==> config.mk <==
export PLATFORM = sky130hd
export DESIGN_NAME = upc_top
export DESIGN_NICKNAME = d
export VERILOG_FILES = /design/src/rtl/upc_chan.v /design/src/rtl/upc_top.v
export VERILOG_INCLUDE_DIRS = /design/src /design/src/rtl
export SDC_FILE = /design/constraint.sdc
export NUM_CORES = 2
export LEC_CHECK = 0
export ABC_CLOCK_PERIOD_IN_PS = 36900
export BUFFER_PORTS_ARGS = -buffer_cell sky130_fd_sc_hd__buf_2
export CORE_ASPECT_RATIO = 1.5
export CORE_MARGIN = 8
export CORE_UTILIZATION = 56
export DETAILED_ROUTE_END_ITERATION = 12
export GPL_TIMING_DRIVEN = 0
export PLACE_DENSITY = 0.75
export SLEW_MARGIN = 15
export SYNTH_ARGS = -nofsm -noshare
export SYNTH_HDL_FRONTEND = slang
export SYNTH_SLANG_ARGS = --single-unit
==> constraint.sdc <==
create_clock -name ref_clk -period 36.9 [get_ports ref_clk]
set_input_delay 7.38 -clock ref_clk [delete_from_list [all_inputs] [get_ports ref_clk]]
set_output_delay 7.38 -clock ref_clk [all_outputs]
set_load 0.1 [all_outputs]
==> src/rtl/upc_defs.vh <==
// Constants for the universal pulse counter: register map, field layout, timing.
// Assumes a 20 MHz system clock and a 32-bit AXI4-Lite register bus.
`ifndef UPC_DEFS_VH
`define UPC_DEFS_VH

// Clock rate
`define UPC_CLK_HZ 20000000

// Channel count and count width
`define UPC_NCH 4
`define UPC_CW 32

// Register byte offsets; per-channel block of 0x20 bytes from 0x20
`define UPC_OFS_IRQ_STAT 8'h00
`define UPC_OFS_IRQ_MASK 8'h04
`define UPC_OFS_LOGCH 8'h08
`define UPC_OFS_CH_BASE 8'h20
`define UPC_CH_STRIDE 8'h20
`define UPC_SUB_CFG 3'h0
`define UPC_SUB_LOLIM 3'h1
`define UPC_SUB_HILIM 3'h2
`define UPC_SUB_COUNT 3'h3
`define UPC_SUB_FLAGS 3'h4

// Channel config fields
`define UPC_CFG_MODE_LSB 0
`define UPC_CFG_RSTSEL_LSB 2
`define UPC_CFG_PRG_LSB 4
`define UPC_CFG_FILT_LSB 8
`define UPC_CFG_LOGSEL_LSB 12
`define UPC_CFG_CLEARNOW_BIT 31

// Function modes
`define UPC_MODE_ADD 2'h0
`define UPC_MODE_SUB 2'h1
`define UPC_MODE_QUAD1 2'h2
`define UPC_MODE_QUAD4 2'h3

// Extra reset selection
`define UPC_RST_NONE 2'h0
`define UPC_RST_LOG 2'h1
`define UPC_RST_EXT 2'h2
`define UPC_RST_BOTH 2'h3

// Programming input function
`define UPC_PRG_OFF 2'h0
`define UPC_PRG_DIR 2'h1
`define UPC_PRG_INH 2'h2

// Filter settings: 0 off, 1..9 select 10..90 Hz
`define UPC_FILT_OFF 4'h0
`define UPC_FILT_STEP_HZ 10
`define UPC_FILT_MAX 4'h9

// Reset values
`define UPC_CFG_RST 32'h00000000
`define UPC_LOLIM_RST 32'h00000000
`define UPC_HILIM_RST 32'hffffffff

// Interrupt status bit layout per channel: low flag at 2n, high flag at 2n+1
`define UPC_IRQ_W 8

`endif

==> src/rtl/upc_chan.v <==
// One counter channel: synchronisers, bounce filter, edge decode, counter.
// Assumes field inputs are asynchronous and config comes from ref_clk logic.
`timescale 1ns/1ps
`include "upc_defs.vh"

module upc_chan (
	// Clock and reset
	input wire ref_clk,
	input wire reset,
	// Field inputs
	input wire cntA,
	input wire cntB,
	input wire prgIn,
	input wire rstIn,
	// Configuration
	input wire [1:0] mode,
	input wire [1:0] rstSel,
	input wire [1:0] prgFunc,
	input wire [3:0] filtSel,
	input wire logReset,
	input wire clearNow,
	// Result
	output reg [`UPC_CW-1:0] count_ff
);
	// Half period of 10 Hz step in cycles; setting k gives half period / k
	localparam [31:0] HALF10 = `UPC_CLK_HZ / (2 * `UPC_FILT_STEP_HZ);

	reg [3:0] s1_ff; // First synchroniser stage, read only by s2_ff
	reg [3:0] s2_ff; // Second stage
	reg [3:0] flt_ff; // Filtered levels
	reg [3:0] prev_ff; // Filtered levels one cycle earlier
	reg [20:0] cnt_ff [0:3]; // Stability counters per input
	reg [20:0] limit; // Stability length for the current filter
	reg up;
	reg dn;
	reg pa;
	reg pb;
	reg prgAct;
	reg swap;
	integer i;

	// Two-flop synchronisers ahead of any logic
	always @(posedge ref_clk or posedge reset) begin
		if (reset) begin
			s1_ff <= 4'h0;
			s2_ff <= 4'h0;
		end else begin
			s1_ff <= {rstIn, prgIn, cntB, cntA};
			s2_ff <= s1_ff;
		end
	end

	// Filter length; division done once per setting, cheap at this size
	always @* begin
		if (filtSel == `UPC_FILT_OFF || filtSel > `UPC_FILT_MAX)
			limit = 21'h0;
		else
			limit = HALF10[20:0] / {17'h0, filtSel};
	end

	// Bounce filter: a level must stand for limit+1 cycles before it is taken
	always @(posedge ref_clk or posedge reset) begin
		if (reset) begin
			flt_ff <= 4'h0;
			prev_ff <= 4'h0;
			for (i = 0; i < 4; i = i + 1)
				cnt_ff[i] <= 21'h0;
		end else begin
			prev_ff <= flt_ff;
			for (i = 0; i < 4; i = i + 1) begin
				if (s2_ff[i] == flt_ff[i]) begin
					cnt_ff[i] <= 21'h0;
				end else if (cnt_ff[i] >= limit) begin
					// Short pulses never reach the limit and are dropped
					flt_ff[i] <= s2_ff[i];
					cnt_ff[i] <= 21'h0;
				end else begin
					cnt_ff[i] <= cnt_ff[i] + 21'h1;
				end
			end
		end
	end

	// Edge decode into one up or down step per cycle
	always @* begin
		pa = flt_ff[0] & ~prev_ff[0];
		pb = flt_ff[1] & ~prev_ff[1];
		prgAct = flt_ff[2] & (prgFunc != `UPC_PRG_OFF);
		swap = prgAct & (prgFunc == `UPC_PRG_DIR);
		up = 1'b0;
		dn = 1'b0;
		case (mode)
			`UPC_MODE_ADD: begin
				// Both edges together add only one in total; the second edge is
				// not counted in a later cycle, so the two are taken as one step
				up = pa | pb;
			end
			`UPC_MODE_SUB: begin
				up = swap ? (pb & ~pa) : (pa & ~pb);
				dn = swap ? (pa & ~pb) : (pb & ~pa);
			end
			`UPC_MODE_QUAD1: begin
				up = pa & (flt_ff[1] ^ swap);
				dn = pa & ~(flt_ff[1] ^ swap);
			end
			`UPC_MODE_QUAD4: begin
				// Simultaneous edges cancel as direction is ambiguous
				up = (pa & ~pb & (flt_ff[1] ^ swap)) | (pb & ~pa & (flt_ff[0] ^ swap));
				dn = (pa & ~pb & ~(flt_ff[1] ^ swap)) | (pb & ~pa & ~(flt_ff[0] ^ swap));
			end
			default: begin
				up = 1'b0;
			end
		endcase
		if (prgAct && prgFunc == `UPC_PRG_INH) begin
			up = 1'b0;
			dn = 1'b0;
		end
	end

	// Counter with its clears; clears win over counting
	always @(posedge ref_clk or posedge reset) begin
		if (reset) begin
			count_ff <= {`UPC_CW{1'b0}};
		end else if (clearNow) begin
			count_ff <= {`UPC_CW{1'b0}};
		end else if (((rstSel == `UPC_RST_LOG || rstSel == `UPC_RST_BOTH) && logReset) ||
			((rstSel == `UPC_RST_EXT || rstSel == `UPC_RST_BOTH) && flt_ff[3])) begin
			count_ff <= {`UPC_CW{1'b0}};
		end else if (up) begin
			count_ff <= count_ff + 32'h1;
		end else if (dn) begin
			count_ff <= count_ff - 32'h1;
		end
	end
endmodule // upc_chan

==> src/rtl/upc_top.v <==
// Four-channel universal pulse counter with AXI4-Lite registers and interrupt.
// Assumes field pins are asynchronous; logical-channel values arrive on ref_clk.
//
// How it works
// - Four independent channels, each configured separately
// - Additive: either input rising adds one
// - Subtractive: input one adds, two subtracts
// - Quad single: input one edge, two sets direction
// - Quad four: either edge, other sets direction
// - Manual clear command zeroes the count
// - Extra reset: none, logical, external, both
// - Logical reset when chosen channel above zero
// - Programming input off means it is ignored
// - Direction function swaps or reverses counting in subtractive and quad modes
// - Inhibit function holds count while active
// - Filter off or 10..90 Hz, rejects bounces
// - Below-low and above-high flags reported
`timescale 1ns/1ps
`include "upc_defs.vh"

module upc_top (
	// Clock and reset
	input wire ref_clk,
	input wire reset,
	// Field pins, one bit per channel
	input wire [3:0] cntA,
	input wire [3:0] cntB,
	input wire [3:0] prgIn,
	input wire [3:0] rstIn,
	// Logical channel values from the recorder, signed, one per channel slot
	input wire [127:0] logChanVal,
	// Limit flags per channel
	output reg [3:0] below_low_flag_ff,
	output reg [3:0] above_high_flag_ff,
	// Interrupt
	output reg irq_ff,
	// AXI4-Lite write address
	input wire [7:0] s_axi_awaddr,
	input wire s_axi_awvalid,
	output reg s_axi_awready,
	// AXI4-Lite write data
	input wire [31:0] s_axi_wdata,
	input wire [3:0] s_axi_wstrb,
	input wire s_axi_wvalid,
	output reg s_axi_wready,
	// AXI4-Lite write response
	output reg [1:0] s_axi_bresp,
	output reg s_axi_bvalid,
	input wire s_axi_bready,
	// AXI4-Lite read address
	input wire [7:0] s_axi_araddr,
	input wire s_axi_arvalid,
	output reg s_axi_arready,
	// AXI4-Lite read data
	output reg [31:0] s_axi_rdata,
	output reg [1:0] s_axi_rresp,
	output reg s_axi_rvalid,
	input wire s_axi_rready
);
	localparam [1:0] OKAY = 2'h0;
	localparam [1:0] SLVERR = 2'h2;

	reg [31:0] cfg_ff [0:3]; // Channel configuration
	reg [31:0] loLim_ff [0:3]; // Low limits, signed
	reg [31:0] hiLim_ff [0:3]; // High limits, signed
	reg [`UPC_IRQ_W-1:0] irqStat_ff; // Sticky flag-rise events
	reg [`UPC_IRQ_W-1:0] irqMask_ff; // Enable per event
	reg [3:0] clearNow_ff; // One-cycle manual clear pulses
	reg [3:0] logRst_ff; // Registered logical reset requests
	reg [7:0] awAddr_ff; // Latched write address
	reg awHave_ff;
	reg [31:0] wData_ff; // Latched write data
	reg [3:0] wStrb_ff;
	reg wHave_ff;
	wire [31:0] count [0:3];
	wire doWrite;
	reg [2:0] wSub;
	reg [1:0] wCh;
	reg wOk;
	reg [31:0] rdVal;
	reg rdOk;
	reg [2:0] rSub;
	reg [1:0] rCh;
	reg [7:0] rOff;
	reg [7:0] wOff;
	reg [`UPC_IRQ_W-1:0] flagRise;
	reg [31:0] merged;
	integer k; // Own index per process, so no variable has two drivers
	integer kLr; // Index of the logical reset process
	integer kFl; // Index of the flag process
	integer kFr; // Index of the flag-rise decode
	integer kMg; // Index of the byte-lane merge
	genvar g;

	// Instantiate the four channels
	generate
		for (g = 0; g < `UPC_NCH; g = g + 1) begin : gCh
			upc_chan uChan (
				.ref_clk(ref_clk),
				.reset(reset),
				.cntA(cntA[g]),
				.cntB(cntB[g]),
				.prgIn(prgIn[g]),
				.rstIn(rstIn[g]),
				.mode(cfg_ff[g][`UPC_CFG_MODE_LSB+1:`UPC_CFG_MODE_LSB]),
				.rstSel(cfg_ff[g][`UPC_CFG_RSTSEL_LSB+1:`UPC_CFG_RSTSEL_LSB]),
				.prgFunc(cfg_ff[g][`UPC_CFG_PRG_LSB+1:`UPC_CFG_PRG_LSB]),
				.filtSel(cfg_ff[g][`UPC_CFG_FILT_LSB+3:`UPC_CFG_FILT_LSB]),
				.logReset(logRst_ff[g]),
				.clearNow(clearNow_ff[g]),
				.count_ff(count[g])
			);
		end
	endgenerate

	// Logical reset: chosen slot value greater than zero, registered once
	always @(posedge ref_clk or posedge reset) begin
		if (reset) begin
			logRst_ff <= 4'h0;
		end else begin
			for (kLr = 0; kLr < 4; kLr = kLr + 1)
				logRst_ff[kLr] <= $signed(logChanVal[cfg_ff[kLr][`UPC_CFG_LOGSEL_LSB+1:
					`UPC_CFG_LOGSEL_LSB]*32 +: 32]) > 0;
		end
	end

	// Limit flags from signed compares; registered so outputs come from flops
	always @(posedge ref_clk or posedge reset) begin
		if (reset) begin
			below_low_flag_ff <= 4'h0;
			above_high_flag_ff <= 4'h0;
		end else begin
			for (kFl = 0; kFl < 4; kFl = kFl + 1) begin
				below_low_flag_ff[kFl] <= $signed(count[kFl]) < $signed(loLim_ff[kFl]);
				above_high_flag_ff[kFl] <= $signed(count[kFl]) > $signed(hiLim_ff[kFl]);
			end
		end
	end

	// Rising edges of the flags are the interrupt events
	always @* begin
		for (kFr = 0; kFr < 4; kFr = kFr + 1) begin
			flagRise[2*kFr] = ($signed(count[kFr]) < $signed(loLim_ff[kFr])) &
				~below_low_flag_ff[kFr];
			flagRise[2*kFr+1] = ($signed(count[kFr]) > $signed(hiLim_ff[kFr])) &
				~above_high_flag_ff[kFr];
		end
	end

	// Write address decode
	assign doWrite = awHave_ff & wHave_ff & ~s_axi_bvalid;
	always @* begin
		wOff = awAddr_ff - `UPC_OFS_CH_BASE;
		wCh = wOff[6:5];
		wSub = wOff[4:2];
		wOk = (awAddr_ff == `UPC_OFS_IRQ_STAT) || (awAddr_ff == `UPC_OFS_IRQ_MASK) ||
			((awAddr_ff >= `UPC_OFS_CH_BASE) && (awAddr_ff[1:0] == 2'h0) &&
			(wOff[7] == 1'b0) && (wSub <= `UPC_SUB_HILIM)); // Nothing past channel four
	end

	// Byte-lane merge over the addressed register's old value
	always @* begin
		if (awAddr_ff == `UPC_OFS_IRQ_MASK)
			merged = {24'h0, irqMask_ff};
		else if (wSub == `UPC_SUB_LOLIM)
			merged = loLim_ff[wCh];
		else if (wSub == `UPC_SUB_HILIM)
			merged = hiLim_ff[wCh];
		else
			merged = cfg_ff[wCh];
		for (kMg = 0; kMg < 4; kMg = kMg + 1)
			if (wStrb_ff[kMg])
				merged[8*kMg +: 8] = wData_ff[8*kMg +: 8];
	end

	// Write channel: take address and data in either order, answer after both
	always @(posedge ref_clk or posedge reset) begin
		if (reset) begin
			awHave_ff <= 1'b0;
			wHave_ff <= 1'b0;
			awAddr_ff <= 8'h00;
			wData_ff <= 32'h0;
			wStrb_ff <= 4'h0;
			s_axi_awready <= 1'b0;
			s_axi_wready <= 1'b0;
			s_axi_bvalid <= 1'b0;
			s_axi_bresp <= OKAY;
			irqMask_ff <= 8'h00;
			irqStat_ff <= 8'h00;
			clearNow_ff <= 4'h0;
			for (k = 0; k < 4; k = k + 1) begin
				cfg_ff[k] <= `UPC_CFG_RST;
				loLim_ff[k] <= `UPC_LOLIM_RST;
				hiLim_ff[k] <= `UPC_HILIM_RST;
			end
		end else begin
			clearNow_ff <= 4'h0;
			// No new address or data is taken while a response still waits
			s_axi_awready <= ~awHave_ff & ~s_axi_awready & s_axi_awvalid & ~s_axi_bvalid;
			s_axi_wready <= ~wHave_ff & ~s_axi_wready & s_axi_wvalid & ~s_axi_bvalid;
			if (s_axi_awvalid && s_axi_awready) begin
				awHave_ff <= 1'b1;
				awAddr_ff <= s_axi_awaddr;
			end
			if (s_axi_wvalid && s_axi_wready) begin
				wHave_ff <= 1'b1;
				wData_ff <= s_axi_wdata;
				wStrb_ff <= s_axi_wstrb;
			end
			if (s_axi_bvalid && s_axi_bready)
				s_axi_bvalid <= 1'b0;
			// Events set status; set wins over a same-cycle write-one clear
			irqStat_ff <= irqStat_ff | flagRise;
			if (doWrite) begin
				awHave_ff <= 1'b0;
				wHave_ff <= 1'b0;
				s_axi_bvalid <= 1'b1;
				s_axi_bresp <= wOk ? OKAY : SLVERR;
				if (awAddr_ff == `UPC_OFS_IRQ_STAT) begin
					irqStat_ff <= (irqStat_ff & ~(wStrb_ff[0] ? wData_ff[7:0] : 8'h00))
						| flagRise;
				end else if (awAddr_ff == `UPC_OFS_IRQ_MASK) begin
					irqMask_ff <= merged[7:0];
				end else if (wOk) begin
					case (wSub)
						`UPC_SUB_CFG: begin
							// Clear-now bit is a command, not stored
							cfg_ff[wCh] <= merged & ~(32'h1 << `UPC_CFG_CLEARNOW_BIT);
							clearNow_ff[wCh] <= wStrb_ff[3] &
								wData_ff[`UPC_CFG_CLEARNOW_BIT];
						end
						`UPC_SUB_LOLIM: begin
							loLim_ff[wCh] <= merged;
						end
						`UPC_SUB_HILIM: begin
							hiLim_ff[wCh] <= merged;
						end
						default: begin
							clearNow_ff <= 4'h0;
						end
					endcase
				end
			end
		end
	end

	// Interrupt level from unmasked status
	always @(posedge ref_clk or posedge reset) begin
		if (reset)
			irq_ff <= 1'b0;
		else
			irq_ff <= |(irqStat_ff & irqMask_ff);
	end

	// Read decode
	always @* begin
		rOff = s_axi_araddr - `UPC_OFS_CH_BASE;
		rCh = rOff[6:5];
		rSub = rOff[4:2];
		rdVal = 32'h0;
		rdOk = 1'b1;
		if (s_axi_araddr == `UPC_OFS_IRQ_STAT) begin
			rdVal = {24'h0, irqStat_ff};
		end else if (s_axi_araddr == `UPC_OFS_IRQ_MASK) begin
			rdVal = {24'h0, irqMask_ff};
		end else if (s_axi_araddr >= `UPC_OFS_CH_BASE && s_axi_araddr[1:0] == 2'h0 &&
			rOff[7] == 1'b0) begin
			case (rSub)
				`UPC_SUB_CFG: rdVal = cfg_ff[rCh];
				`UPC_SUB_LOLIM: rdVal = loLim_ff[rCh];
				`UPC_SUB_HILIM: rdVal = hiLim_ff[rCh];
				`UPC_SUB_COUNT: rdVal = count[rCh];
				`UPC_SUB_FLAGS: rdVal = {30'h0, above_high_flag_ff[rCh], below_low_flag_ff[rCh]};
				default: rdOk = 1'b0;
			endcase
		end else begin
			rdOk = 1'b0;
		end
	end

	// Read channel: one request at a time, data one cycle after acceptance
	always @(posedge ref_clk or posedge reset) begin
		if (reset) begin
			s_axi_arready <= 1'b0;
			s_axi_rvalid <= 1'b0;
			s_axi_rdata <= 32'h0;
			s_axi_rresp <= OKAY;
		end else begin
			s_axi_arready <= ~s_axi_arready & ~s_axi_rvalid & s_axi_arvalid;
			if (s_axi_arvalid && s_axi_arready) begin
				s_axi_rvalid <= 1'b1;
				s_axi_rdata <= rdVal;
				s_axi_rresp <= rdOk ? OKAY : SLVERR;
			end else if (s_axi_rvalid && s_axi_rready) begin
				s_axi_rvalid <= 1'b0;
			end
		end
	end
endmodule // upc_top

==> summary.md <==
| Metric | Value |
|---|---|
| Die area | 197500 um^2 |
| WP data arrival | 36.27 ns |
| Worst slew pin tran | 1.417 ns |
| Setup ws final | 1.278 ns |
| # rows | 192 |
| Outcome | completed |
| Hold buffers post-CTS | 0 |
| Antenna Violating Nets Remaining | 0 |
| Required @ worst endpoint | 37.55 ns |
| Count of different cell masters after synthesis | 181 |
| Syn-to-layout area delta | 12.37% |
| DRT Pass-1 Iters | 6 |
| H-tree level count | 3 |
| Max clock buf depth | 3 |
| Vias per inst | 6.803 |
| Top cells by area, synth | dfrtp_1 (22%), ha_1 (11%), mux4_2 (5.0%) |
| Number of clock sinks | 1018 |
| Clk_lat worst skew | 0.80 ns |
| Initial antenna violation count | 20 |
| GRT overflow | 0 |
| Avg WL per Cell | 25.28 um |
| Fraction of registers with async set or reset after synthesis | 100.0% |
| Post-Syn Area per Cell | 8.973 um^2 |
| Critical path fanouts, max | 11 |
| YS warnings | 0 |
| CP startpoint kind | flip-flop |
| Mapped Area | 102600 um^2 |
| Fin Hold WS | 0.3446 ns |
| Synth Instances | 11440 |
| Vias in the first global route | 98820 |
| Tot GR Track Use | 35.53% |
| Fmax | 0.02807 GHz |
| CP endpoint kind | flip-flop |
| Routed wire length | 368.8 mm |
| Post-synth top area share | 21.70% |
| Skew final | 0.08899 ns |
| I/O pins | 253 |
| Top-count cell post-synth | ha_1 |
| Slew Limit Fails | 0 |
| Largest net degree at the start of global routing | 113 |
| PortBufs | 246 |
| Final setup viols | 0 |
| Post-synth EDFFs | 0 |
| Fill count | 15330 |
| Drt first-iter violations | 8322 |
| Total of max-cap violations | 0 |
| Sequential share of the synthesized area | 24.98% |
| Hold Vio Cnt, Final | 0 |
| Largest area contributor in the netlist | dfrtp_1 |
| Critical-path top delay cell | or4_4 |
| Min-delay worst type | reg -> reg |
| Post-route minimum period | 35.62 ns |
| First-pass GRT wire length | 559.5 mm |
| NumNets Final | 13200 |
| Final HPWL DP | 278.8 mm |
| Rel. slew slack | 5.540% |
| Most common cell type on the critical path | a21o_1 |
| Die width | 365.5 um |
| Seq cells post-synth | 1018 |
| Initial Util | 56.29% |
| CTS Buf Count | 109 |
| Max incr delay on CP | 0.56 ns |
| Core area | 182300 um^2 |
| Total number of vias | 99270 |
| Kind of critical path | reg -> reg |
| Period utilization | 96.54% |
| Top post-synthesis cells by count | ha_1 (936), dfrtp_1 (890), nand2_1 (879), a21oi_1 (674), nor2_1 (645) |
| DRC Markers | 0 |
| Clock-pin slew on the worst setup and hold paths | 0.06 ns |
| Gpl congestion | 1.026 |
| CTS tree | done |
| Share of cells above drive strength 1 | 19.82% |
| Die height | 540.3 um |
| Root Driver | clkbuf_16 |
| Pre-CTS setup slack | -6.747 ns |
| Primary FF master, synth | dfrtp_1 |
## through the flow
stage	area [um^2]	instances	utilization (%)	setup TNS [ns]
after floorplan	102700	11460	-	0
after CTS	113000	14420	61.96	0
after global placement	107000	14130	58.67	-
after global routing	115300	14580	63.24	-47.68
after detailed placement	107300	14140	58.86	-2001.41
final	115300	14590	63.25	0
## critical path: cells and delay by family (launching register included)
kind | cells | cell delay [ns]
simple gates | 40 | 7.90
fa+ha+maj | 20 | 6.52
compound gates | 76 | 16.17
flops | 1 | 0.37
mux | 4 | 1.46
xor+xnor | 1 | 0.20
buf+inv | 16 | 2.91
## final cells by class
type	instances	area, um^2	share of cell area [%]
Multi-Input combinational cell	9503	74880	64.93
Sequential cell	1018	25640	22.23
Timing Repair Buffer	485	3283	2.847
Clock buffer	146	3077	2.668
Tap cell	2425	3034	2.631
Buffer	456	2445	2.120
Inverter	479	1844	1.599
Clock inverter	61	1055	0.9146
Timing Repair inverter	7	35.03	0.03038
Antenna cell	11	27.53	0.02387
## cells in the final DEF, fill, tap and decap left out, types with 39 or more instances in the layout
cell type  synthesis  final
inv_1            475    460
o21bai_1         112    108
a21oi_1          674    617
a22oi_1           99     94
clkbuf_1         294    278
nor4_1           196    192
mux2_2           404    403
nand2b_1         218    217
xnor2_1          389    388
a21o_1           280    270
xor2_1           316    315
and2_1            98     94
o21ai_0          569    543
a31oi_1           90     88
o21a_1           110    109
a21oi_2            8     39
mux4_2           228    228
buf_4             15    247
buf_2             65    302
and4_1            60     56
a22o_1           132    132
nand4_1          239    239
clkbuf_16          0    109
o21ai_1           56     67
or3_1             76     74
nor4_2            71     67
o211ai_1         117    117
nand3_1          324    311
and3_1           162    158
nor2_1           645    612
or2_2             55     55
nor2b_1          190    186
nand2_1          879    860
ha_1             936    925
a211oi_1         109    105
mux2i_1           73     62
o31ai_1          103     95
dfstp_2          128    128
nor3_1           300    289
dfrtp_1          890    888
## registers in the layout (all words and copies together) (netlist names), 4 cells and up
register / count
clearNow_ff: 4
awAddr_ff: 8
s_axi_rdata: 32
cfg_ff: 124
gCh.uChan.s2_ff: 16
gCh.uChan.flt_ff: 16
loLim_ff: 128
logRst_ff: 4
hiLim_ff: 128
irqStat_ff: 8
gCh.uChan.s1_ff: 16
gCh.uChan.prev_ff: 8
gCh.uChan.cnt_ff: 336
gCh.uChan.count_ff: 128
irqMask_ff: 8
below_low_flag_ff: 4
above_high_flag_ff: 4
wStrb_ff: 4
wData_ff: 32
## timing repair
| item | 4_1_cts | 5_1_grt |
|---|---|---|
| cloned | 5 | 5 |
| setup endpoints to repair | 352 | 352 |
| resized for setup | 218 | 273 |
| buffers inserted | 73 | 151 |
| pin swaps | 51 | 121 |
## logic make-up (layout without fill, tap and decap cells)
family,Yosys count,after routing,synth area share [%]
compound gates,3236,3236,22.29
mux,724,724,10.39
flops,1018,1018,24.98
xor+xnor,710,710,6.096
other cells,2,33,0.007318
simple gates,3869,3870,20.80
fa+ha+maj,941,941,11.50
buf+inv,938,1634,3.940
## path summary, 6_finish.rpt
check                                      startpoint                 endpoint  slack (ns)  depth (start not counted)
worst min-delay path            gCh[0].uChan.s1_ff[3]    gCh[0].uChan.s2_ff[3]        0.34                          0
worst max-delay path                        cfg_ff[9]   gCh[3].uChan.flt_ff[0]        1.28                        157
max in group asynchronous                       reset  gCh[0].uChan.cnt_ff[30]       27.79                          6
worst min register to register  gCh[0].uChan.s1_ff[3]    gCh[0].uChan.s2_ff[3]        0.34                          0
worst max register to register              cfg_ff[9]   gCh[3].uChan.flt_ff[0]        1.28                        157
min in group asynchronous                       reset              wStrb_ff[3]        6.67                          2
## layer usage
layer | track usage (%) | part of all wire [%] | vias to the layer above
li1 | - | - | 44790
met1 | 38.65 | 36 | 48490
met2 | 61.01 | 48 | 4366
met3 | 6.917 | 7.1 | 1609
met4 | 26.28 | 9.1 | 14
met5 | 0 | 0.021 | -
Power is left out: the tool's default activity adds up to more than one toggle a clock period on the data nets, which glitch-free logic cannot reach.
